<file path="config.mk">
export PLATFORM = sky130hd
export DESIGN_NAME = tcr_timer_ctrl
export DESIGN_NICKNAME = d
export VERILOG_FILES = /design/src/core/tcr_pkg.sv /design/src/core/tcr_sync_edge.sv /design/src/core/tcr_timer_ctrl.sv
export SDC_FILE = /design/constraint.sdc
export NUM_CORES = 1
export LEC_CHECK = 0
export BUFFER_PORTS_ARGS = -buffer_cell sky130_fd_sc_hd__buf_2
export CAP_MARGIN = 0
export CORE_AREA = 3 3 77 79
export DETAILED_ROUTE_END_ITERATION = 8
export DIE_AREA = 0 0 80 82
export PLACE_DENSITY = 0.63
export SLEW_MARGIN = 30
export SYNTH_ARGS = -nofsm -noshare
export SYNTH_HDL_FRONTEND = slang
export SYNTH_SLANG_ARGS = --single-unit
export TNS_END_PERCENT = 1
</file>
<file path="constraint.sdc">
create_clock -name clk -period 5.64 [get_ports clk]
set_input_delay 1.41 -clock clk [delete_from_list [all_inputs] [get_ports clk]]
set_output_delay 1.41 -clock clk [all_outputs]
set_load 0.05 [all_outputs]
</file>
<file path="src/core/tcr_pkg.sv">
/*
 * Shared constants for the timer control block: register indices, field
 * positions, reset values, source and prescale codes.
 * Assumes a byte-wide register port whose address selects one register.
 */
package tcr_pkg;
    localparam int DATA_W = 8;
    localparam int COUNT_W = 16;
    localparam int ADDR_W_DEF = 4;

    // Register indices on the register port.
    localparam logic [1:0] IDX_CTRL = 2'h0;
    localparam logic [1:0] IDX_CNT_LO = 2'h1;
    localparam logic [1:0] IDX_CNT_HI = 2'h2;

    // Field positions inside timer_control.
    localparam int POS_SRC = 6;
    localparam int POS_PS = 4;
    localparam int POS_OSC_EN = 3;
    localparam int POS_SYNC_N = 2;
    localparam int POS_UNUSED = 1;
    localparam int POS_ON = 0;

    localparam logic [7:0] CTRL_RESET = 8'h00;
    localparam logic [15:0] COUNT_RESET = 16'h0000;

    // Clock source codes.
    localparam logic [1:0] SRC_INSTR = 2'h0;
    localparam logic [1:0] SRC_SYS = 2'h1;
    localparam logic [1:0] SRC_TOUCH = 2'h2;
    localparam logic [1:0] SRC_EXT = 2'h3;

    // The instruction clock runs at one quarter of the system clock.
    localparam int QUARTER_DIV = 4;
    localparam logic [1:0] PHASE_LAST = 2'(QUARTER_DIV - 1);

    // Count of low-power inputs: touch oscillator, pin, crystal.
    localparam int EXT_IN_W = 3;
    localparam int EXT_TOUCH = 0;
    localparam int EXT_PIN = 1;
    localparam int EXT_XTAL = 2;

    // Prescaler compare value for a division of 1, 2, 4 or 8.
    function automatic logic [2:0] presc_mask(input logic [1:0] ps);
        logic [2:0] m;
        m = 3'h0;
        case (ps)
            2'h0: m = 3'h0;
            2'h1: m = 3'h1;
            2'h2: m = 3'h3;
            default: m = 3'h7;
        endcase
        return m;
    endfunction
endpackage

</file>
<file path="src/core/tcr_sync_edge.sv">
/*
 * Two-flop synchroniser with rising-edge detection for a group of
 * asynchronous inputs.
 * Assumes the inputs are slow against clk; pulses narrower than one
 * clock period may be lost.
 */
`timescale 1ns/1ps
`default_nettype none
module tcr_sync_edge #(
    parameter int WIDTH = 1
) (
    input wire logic clk,
    input wire logic rst_n,
    input wire logic [WIDTH-1:0] asyncIn,
    output logic [WIDTH-1:0] riseOut
);
    logic [WIDTH-1:0] meta_q;
    logic [WIDTH-1:0] sync_q;
    logic [WIDTH-1:0] prev_q;

    generate
        if (WIDTH < 1) begin : g_chk
            $error("tcr_sync_edge needs WIDTH of at least one");
        end
    endgenerate

    // The edge is taken between the second and third stage only.
    assign riseOut = sync_q & ~prev_q;

    always_ff @(posedge clk) begin
        if (!rst_n) begin
            meta_q <= '0;
            sync_q <= '0;
            prev_q <= '0;
        end else begin
            meta_q <= asyncIn;
            sync_q <= meta_q;
            prev_q <= sync_q;
        end
    end
endmodule
`default_nettype wire

</file>
<file path="src/core/tcr_timer_ctrl.sv">
/*
 * Timer control register with clock source selection, prescaler and a
 * 16-bit count that software can read back.
 * Assumes a single system clock, a synchronous active-low reset and a
 * register port whose strobes last one cycle and never overlap.
 */
// Chosen here: strobed register access and the placing of the registers.
// Notes on behaviour
// Source 01 system clock, 00 quarter rate
// External source: pin or crystal by enable
// Prescale codes divide by 1, 2, 4, 8
// Sync bit matters only for sources 1X
// Bit 1 reads zero, ignores writes
// Bit 0 set lets the timer count
`timescale 1ns/1ps
`default_nettype none
module tcr_timer_ctrl
    import tcr_pkg::*;
#(
    parameter int ADDR_W = tcr_pkg::ADDR_W_DEF
) (
    input wire logic clk,
    input wire logic rst_n,
    input wire logic [ADDR_W-1:0] regAddr,
    input wire logic [tcr_pkg::DATA_W-1:0] wrData,
    input wire logic wrStrobe,
    input wire logic rdStrobe,
    output logic [tcr_pkg::DATA_W-1:0] rdData,
    input wire logic ext_count_pin,
    input wire logic crystal_pins,
    input wire logic touch_sense_osc,
    output logic [tcr_pkg::COUNT_W-1:0] countValue,
    output logic rolloverPulse
);
    generate
        if (ADDR_W < 2) begin : g_chk
            $error("tcr_timer_ctrl needs ADDR_W of at least two");
        end
    endgenerate

    logic [1:0] clock_source_select_q;
    logic [1:0] prescale_select_q;
    logic low_power_osc_enable_q;
    logic ext_clock_sync_n_q;
    logic counter_on_q;
    logic [1:0] phase_q;
    logic [2:0] prescCnt_q;
    logic pend_q;
    logic [COUNT_W-1:0] count_q;
    logic [DATA_W-1:0] rdData_q;
    logic roll_q;

    logic [EXT_IN_W-1:0] extRise;
    logic [EXT_IN_W-1:0] extRaw;

    assign extRaw = {crystal_pins, ext_count_pin, touch_sense_osc};

    tcr_sync_edge #(
        .WIDTH(EXT_IN_W)
    ) u_sync (
        .clk(clk),
        .rst_n(rst_n),
        .asyncIn(extRaw),
        .riseOut(extRise)
    );

    // Address decoding.
    wire hitCtrl = regAddr == ADDR_W'(IDX_CTRL);
    wire hitLo = regAddr == ADDR_W'(IDX_CNT_LO);
    wire hitHi = regAddr == ADDR_W'(IDX_CNT_HI);
    wire wrCtrl = wrStrobe && hitCtrl;

    // bit one zero
    wire [DATA_W-1:0] ctrlView = {clock_source_select_q, prescale_select_q,
        low_power_osc_enable_q, ext_clock_sync_n_q, 1'b0, counter_on_q};

    wire [DATA_W-1:0] rdMux = hitCtrl ? ctrlView :
        hitLo ? count_q[7:0] :
        hitHi ? count_q[15:8] : 8'h00;

    wire phaseLast = phase_q == PHASE_LAST;

    // pin or crystal
    wire extEdge = low_power_osc_enable_q ? extRise[EXT_XTAL] :
        extRise[EXT_PIN];
    wire slowEdge = clock_source_select_q == SRC_EXT ? extEdge :
        extRise[EXT_TOUCH];

    // sync bit use
    // Synchronised mode holds an edge until the next instruction phase,
    // so counts line up with the quarter-rate clock; the free-running
    // mode counts an edge as soon as it leaves the synchroniser.
    wire syncMode = !ext_clock_sync_n_q;
    wire slowTick = syncMode ? (phaseLast && (pend_q || slowEdge)) :
        slowEdge;
    wire pend_d = clock_source_select_q[1] && syncMode &&
        (pend_q || slowEdge) && !phaseLast;

    // source selection
    wire srcTick = clock_source_select_q == SRC_SYS ? 1'b1 :
        clock_source_select_q == SRC_INSTR ? phaseLast : slowTick;

    // prescale divide
    wire [2:0] pMask = presc_mask(prescale_select_q);
    wire prescDone = prescCnt_q == pMask;
    // count when on
    wire incEn = counter_on_q && srcTick && prescDone;
    // A control write restarts the prescaler, so a new division never
    // inherits a part-count left over from the old one.
    wire [2:0] prescCnt_d = (!counter_on_q || wrCtrl) ? 3'h0 :
        !srcTick ? prescCnt_q :
        prescDone ? 3'h0 : prescCnt_q + 3'h1;
    wire [COUNT_W-1:0] count_d = incEn ? count_q + 16'h0001 : count_q;
    wire roll_d = incEn && count_q == 16'hffff;

    assign rdData = rdData_q;
    assign countValue = count_q;
    assign rolloverPulse = roll_q;

    // write drops bit one
    always_ff @(posedge clk) begin
        if (!rst_n) begin
            clock_source_select_q <= CTRL_RESET[POS_SRC +: 2];
            prescale_select_q <= CTRL_RESET[POS_PS +: 2];
            low_power_osc_enable_q <= CTRL_RESET[POS_OSC_EN];
            ext_clock_sync_n_q <= CTRL_RESET[POS_SYNC_N];
            counter_on_q <= CTRL_RESET[POS_ON];
        end else if (wrCtrl) begin
            clock_source_select_q <= wrData[POS_SRC +: 2];
            prescale_select_q <= wrData[POS_PS +: 2];
            low_power_osc_enable_q <= wrData[POS_OSC_EN];
            ext_clock_sync_n_q <= wrData[POS_SYNC_N];
            counter_on_q <= wrData[POS_ON];
        end
    end

    always_ff @(posedge clk) begin
        if (!rst_n) begin
            phase_q <= 2'h0;
            prescCnt_q <= 3'h0;
            pend_q <= 1'b0;
            count_q <= COUNT_RESET;
            roll_q <= 1'b0;
        end else begin
            phase_q <= phase_q + 2'h1;
            prescCnt_q <= prescCnt_d;
            pend_q <= pend_d;
            count_q <= count_d;
            roll_q <= roll_d;
        end
    end

    // Read data stand for exactly one cycle after the read strobe.
    always_ff @(posedge clk) begin
        if (!rst_n) begin
            rdData_q <= 8'h00;
        end else if (rdStrobe) begin
            rdData_q <= rdMux;
        end else begin
            rdData_q <= 8'h00;
        end
    end

    property p_sys_clock;
        @(posedge clk) disable iff (!rst_n)
        (counter_on_q && clock_source_select_q == SRC_SYS &&
            prescale_select_q == 2'h0)
        |=> countValue == $past(countValue) + 16'h0001;
    endproperty
    a_sys_clock: assert property (p_sys_clock)
        else $error("system clock source did not count every cycle");

    property p_quarter;
        @(posedge clk) disable iff (!rst_n)
        (counter_on_q && clock_source_select_q == SRC_INSTR &&
            prescale_select_q == 2'h0 && phaseLast)
        |=> countValue == $past(countValue) + 16'h0001;
    endproperty
    a_quarter: assert property (p_quarter)
        else $error("instruction clock did not count once per four");

    property p_ext_pin;
        @(posedge clk) disable iff (!rst_n)
        (counter_on_q && clock_source_select_q == SRC_EXT &&
            !low_power_osc_enable_q && ext_clock_sync_n_q &&
            prescale_select_q == 2'h0)
        |=> countValue == $past(countValue) +
            {15'h0000, $past(extRise[EXT_PIN])};
    endproperty
    a_ext_pin: assert property (p_ext_pin)
        else $error("pin edges not counted one for one");

    property p_ext_xtal;
        @(posedge clk) disable iff (!rst_n)
        (counter_on_q && clock_source_select_q == SRC_EXT &&
            low_power_osc_enable_q && ext_clock_sync_n_q &&
            !extRise[EXT_XTAL])
        |=> $stable(countValue);
    endproperty
    a_ext_xtal: assert property (p_ext_xtal)
        else $error("count moved without a crystal edge");

    property p_presc;
        @(posedge clk) disable iff (!rst_n)
        (counter_on_q && srcTick)
        |=> countValue == $past(countValue) +
            {15'h0000, $past(prescCnt_q) ==
            presc_mask($past(prescale_select_q))};
    endproperty
    a_presc: assert property (p_presc)
        else $error("prescaler let through the wrong tick");

    property p_sync_phase;
        @(posedge clk) disable iff (!rst_n)
        (clock_source_select_q[1] && !ext_clock_sync_n_q && !phaseLast)
        |=> $stable(countValue);
    endproperty
    a_sync_phase: assert property (p_sync_phase)
        else $error("synchronised count off the instruction phase");

    property p_bit_one;
        @(posedge clk) disable iff (!rst_n)
        (rdStrobe && hitCtrl) |=> rdData[POS_UNUSED] == 1'b0;
    endproperty
    a_bit_one: assert property (p_bit_one)
        else $error("unused control bit read as one");

    property p_off;
        @(posedge clk) disable iff (!rst_n)
        !counter_on_q |=> $stable(countValue) && !rolloverPulse;
    endproperty
    a_off: assert property (p_off)
        else $error("count moved while the timer was off");

    property p_on_write;
        @(posedge clk) disable iff (!rst_n)
        wrCtrl |=> counter_on_q == $past(wrData[POS_ON]);
    endproperty
    a_on_write: assert property (p_on_write)
        else $error("on bit did not follow the write");

    property p_quarter_gap;
        @(posedge clk) disable iff (!rst_n)
        (counter_on_q && clock_source_select_q == SRC_INSTR && !phaseLast)
        |=> $stable(countValue);
    endproperty
    a_quarter_gap: assert property (p_quarter_gap)
        else $error("instruction clock counted off its phase");

    property p_presc_range;
        @(posedge clk) disable iff (!rst_n)
        prescCnt_q <= pMask;
    endproperty
    a_presc_range: assert property (p_presc_range)
        else $error("prescaler ran past its division");

    property p_unsync_ext;
        @(posedge clk) disable iff (!rst_n)
        (counter_on_q && clock_source_select_q[1] && ext_clock_sync_n_q &&
            prescale_select_q == 2'h0)
        |=> countValue == $past(countValue) + {15'h0000, $past(slowEdge)};
    endproperty
    a_unsync_ext: assert property (p_unsync_ext)
        else $error("free-running source did not count its edge at once");

    property p_sync_count;
        @(posedge clk) disable iff (!rst_n)
        (counter_on_q && clock_source_select_q[1] && !ext_clock_sync_n_q &&
            prescale_select_q == 2'h0 && phaseLast && (pend_q || slowEdge))
        |=> countValue == $past(countValue) + 16'h0001;
    endproperty
    a_sync_count: assert property (p_sync_count)
        else $error("held external edge lost at the instruction phase");

    property p_xtal_count;
        @(posedge clk) disable iff (!rst_n)
        (counter_on_q && clock_source_select_q == SRC_EXT &&
            low_power_osc_enable_q && ext_clock_sync_n_q &&
            prescale_select_q == 2'h0)
        |=> countValue == $past(countValue) +
            {15'h0000, $past(extRise[EXT_XTAL])};
    endproperty
    a_xtal_count: assert property (p_xtal_count)
        else $error("crystal edges not counted one for one");

    property p_read_idle;
        @(posedge clk) disable iff (!rst_n)
        !rdStrobe |=> rdData == 8'h00;
    endproperty
    a_read_idle: assert property (p_read_idle)
        else $error("read data stood without a read strobe");

    property p_roll;
        @(posedge clk) disable iff (!rst_n)
        (incEn && count_q == 16'hffff)
        |=> rolloverPulse && countValue == 16'h0000;
    endproperty
    a_roll: assert property (p_roll)
        else $error("wrap from all ones gave no rollover pulse");

    property p_on_hold;
        @(posedge clk) disable iff (!rst_n)
        !wrCtrl |=> $stable(counter_on_q);
    endproperty
    a_on_hold: assert property (p_on_hold)
        else $error("on bit moved without a control write");

    c_roll: cover property (@(posedge clk) disable iff (!rst_n)
        rolloverPulse);
    c_sync_ext: cover property (@(posedge clk) disable iff (!rst_n)
        incEn && clock_source_select_q == SRC_EXT && syncMode);
    c_touch: cover property (@(posedge clk) disable iff (!rst_n)
        incEn && clock_source_select_q == SRC_TOUCH);
    c_div8: cover property (@(posedge clk) disable iff (!rst_n)
        incEn && prescale_select_q == 2'h3);
endmodule
`default_nettype wire

</file>
==> impl_metrics.py <==
metrics = {
    "sta": {
        "max_slew_margin_pct": 54.7,
        "worst_pin_slew_ns": 0.679,
        "whs_ns": 0.437,
        "setup_viol": 0,
        "max_freq_mhz": 377,
        "min_period_ns": 2.65,
        "finalSetupTns_ns": 0,
        "rsz0062_at_grt": "false",
        "post-route-period-util_pct": 47.0,
        "finalClockSkew_ns": 0.00748,
        "drv_slew": 0,
        "finalHoldViolCount": 0,
    },
    "place": {
        "dp.cells": 350,
        "dp_hpwl_mm": 3.48,
        "globalplace.congestion": 0.808,
        "port_buffers": 42,
    },
    "worst_setup_path": {
        "critPathMaxFanout": 10,
        "cp_top_family": "simple AND/OR/NAND/NOR gates",
        "cpPeakStageDelay_ns": 0.60,
        "r2r_slack_ns": 3.37,
        "critical_path_buf_inv_count": 2,
        "critPathLaunchType": "input pin",
        "end_kind": "flop",
        "path_cells": "buf_2 -> or4_1 -> clkinv_1 -> nand2_1 -> nand3_1 -> a21oi_1",
        "crit_arrival_ns": 2.85,
        "crit_type": "input pin to flop",
        "crit_slowest_cell": "or4_1",
        "required_ns": 5.84,
    },
    "detailed_routing": {
        "wirelength_mm": 5.06,
        "viasPerCell": 5.29,
        "drt_first_iter_violations": 150,
        "postRouteAntennaNets": 0,
        "wl_per_cell_um": 14.1,
        "dr.pass1.iters": 4,
        "remaining_drc_errors": 0,
        "vias": 1893,
    },
    "logic_synthesis": {
        "synthXorXnorAreaFrac_pct": 0,
        "yosysUniqueCellTypes": 39,
        "synth_edf_count": 0,
        "syn_avg_cell_area_um2": 8.42,
        "synth_top_family_by_area": "simple AND/OR/NAND/NOR gates",
        "synth_compound_area_share_pct": 19.2,
        "synth_top_flop_cell": "dfxtp_1",
        "syn-instance-count": 251,
        "async_reset_ff_share_pct": 0,
        "syn-num-nets": 273,
        "yosysWarnings": 0,
        "synth_area_mm2": 0.00211,
        "synthAdderAreaFrac_pct": 1.78,
        "yosys.area_share.simple_pct": 28.2,
        "seq_area_frac_synth_pct": 44.5,
        "synth_seq_cells": 47,
        "muxShareOfSynthArea_pct": 1.12,
    },
    "floorplanning": {
        "boundaryPins": 44,
        "core_mm2": 0.00541,
        "die_y_um": 82,
        "initial_core_util_pct": 39.1,
        "rows": 27,
        "die_w_um": 80,
        "dieArea_mm2": 0.00656,
    },
    "pwr": {
        "peakVddDrop_uv": 128,
        "p_per_area_mw_per_mm2": 250,
        "p_total_mw": 0.618,
        "leakage_nw": 0.908,
    },
    "clock_tree": {
        "root_buffer": "clkbuf_8",
        "clk_pin_slew_ns": 0.09,
        "hold_buffers": 0,
        "cts_buffers": 5,
        "clock_latency_ns": 0.30,
        "tritoncts": "built",
        "max-clock-path-buffers": 2,
        "cts_resized": 0,
        "postCtsSetupBuffers": 0,
        "htree_levels": 2,
        "clock-sinks": 47,
    },
    "grt": {
        "grt_max_degree": 33,
        "grt_use_total_pct": 16.6,
        "gr-total-overflow": 0,
        "grt_pass1_wl_mm": 8.61,
        "grt_pass1_vias": 1753,
        "antenna_found_initial": 0,
    },
    "finish": {
        "instances_no_fill": 358,
        "area_growth_syn_to_layout_pct": 17.1,
        "fin_util_pct": 45.8,
        "antennaDiodeCount": 0,
        "layout-drive-gt1-share_pct": 19.6,
        "nets": 307,
    },
    "job": {
        "cap_violations": 0,
    },
    "worst_hold_path": {
        "hold_class": "flop to flop",
    },
    "outcome": {
        "status": "completed",
    },
}
sequential cells by signal, indices dropped and copies added (netlist names), 2 cells and up:
name                   count
clock_source_select_q      2
countValue                16
phase_q                    2
prescCnt_q                 3
prescale_select_q          2
rdData                     8
u_sync.meta_q              3
u_sync.prev_q              3
u_sync.sync_q              3
placed cells by master, fill, tap and decap left out, types with 2 or more instances in the layout:
cell	count
a21oi_1	36
and2_1	12
and3_1	2
and4_1	2
buf_2	42
clkbuf_8	5
dfxtp_1	47
ha_1	3
inv_1	10
nand2_1	19
nand2b_1	6
nand3_1	16
nand3b_1	5
nand4_1	6
nor2_1	5
nor2b_1	2
nor3_1	3
nor4_1	4
o21a_1	2
o21ai_0	10
o22ai_1	2
o31a_1	2
o31ai_1	11
or3_1	4
or4_1	13
logic make-up (layout without fill, tap and decap cells):
family	count (synthesis)	after routing
compound gates	69	69
mux	2	2
flops	47	47
fa+ha+maj	3	3
simple gates	103	103
buf+inv	27	62
final timing paths:
check | from | to | cells past startpoint
setup reg to reg | prescale_select_q[0]$_SDFFE_PN0P_ | countValue[12]$_SDFFE_PN0P_ | 5
setup / recovery | regAddr[1] | prescCnt_q[2]$_SDFFE_PP0P_ | 6
hold reg to reg | u_sync.meta_q[1]$_SDFF_PN0_ | u_sync.sync_q[1]$_SDFF_PN0_ | 1
hold / removal | u_sync.meta_q[1]$_SDFF_PN0_ | u_sync.sync_q[1]$_SDFF_PN0_ | 1
worst reg2reg max path, cell delays in order, from the launching register on:
cell	delay [ns]
dfxtp_1	0.42
or3b_2	0.45
a21oi_1	0.36
nor2_4	0.21
or4_1	0.59
mux2i_1	0.13
power breakdown:
group	switching (mW)	internal (mW)
clock	0.117	0.132
combinational	0.0193	0.0113
sequential	0.00210	0.337
total	0.138	0.480
metrics by stage:
step           instance area (µm²)  setup slack (ns)
6_report                      2480              2.99
5_1_grt                       2480              2.84
4_1_cts                       2470              2.99
3_5_place_dp                  2360              2.66
3_3_place_gp                  2360              2.68
2_1_floorplan                 2110              2.86
cells in the mapped netlist, types with 6 or more instances:
cell type | count | area share (%)
a21oi_1 | 36 | 8.5
and2_1 | 12 | 3.6
clkbuf_1 | 11 | 2.0
dfxtp_1 | 47 | 44
inv_1 | 10 | 1.8
nand2_1 | 19 | 3.4
nand2b_1 | 6 | 1.8
nand3_1 | 16 | 3.8
nand4_1 | 6 | 1.8
o21ai_0 | 10 | 2.4
o31ai_1 | 12 | 4.3
or4_1 | 13 | 4.6
final cells by class:
cell class              count  area, µm²
inverters                  11       41.3
well taps                  72       90.1
multi-input cells         177       1070
repair buffers             43        218
fillers                   577       2930
clock inverters             3       43.8
flip-flops and latches     47        941
clock buffers               5       68.8
routing by layer:
layer	part of all wire (%)	wire [µm]	up-vias	global-route usage, %
met5	0	0	-	0
met4	1.8	89	0	5.91
met3	4.0	200	9	3.73
met2	44	2250	40	26.3
met1	50	2520	862	22.2
li1	-	-	982	-
Note: power is estimated with default switching activity, not from simulation.
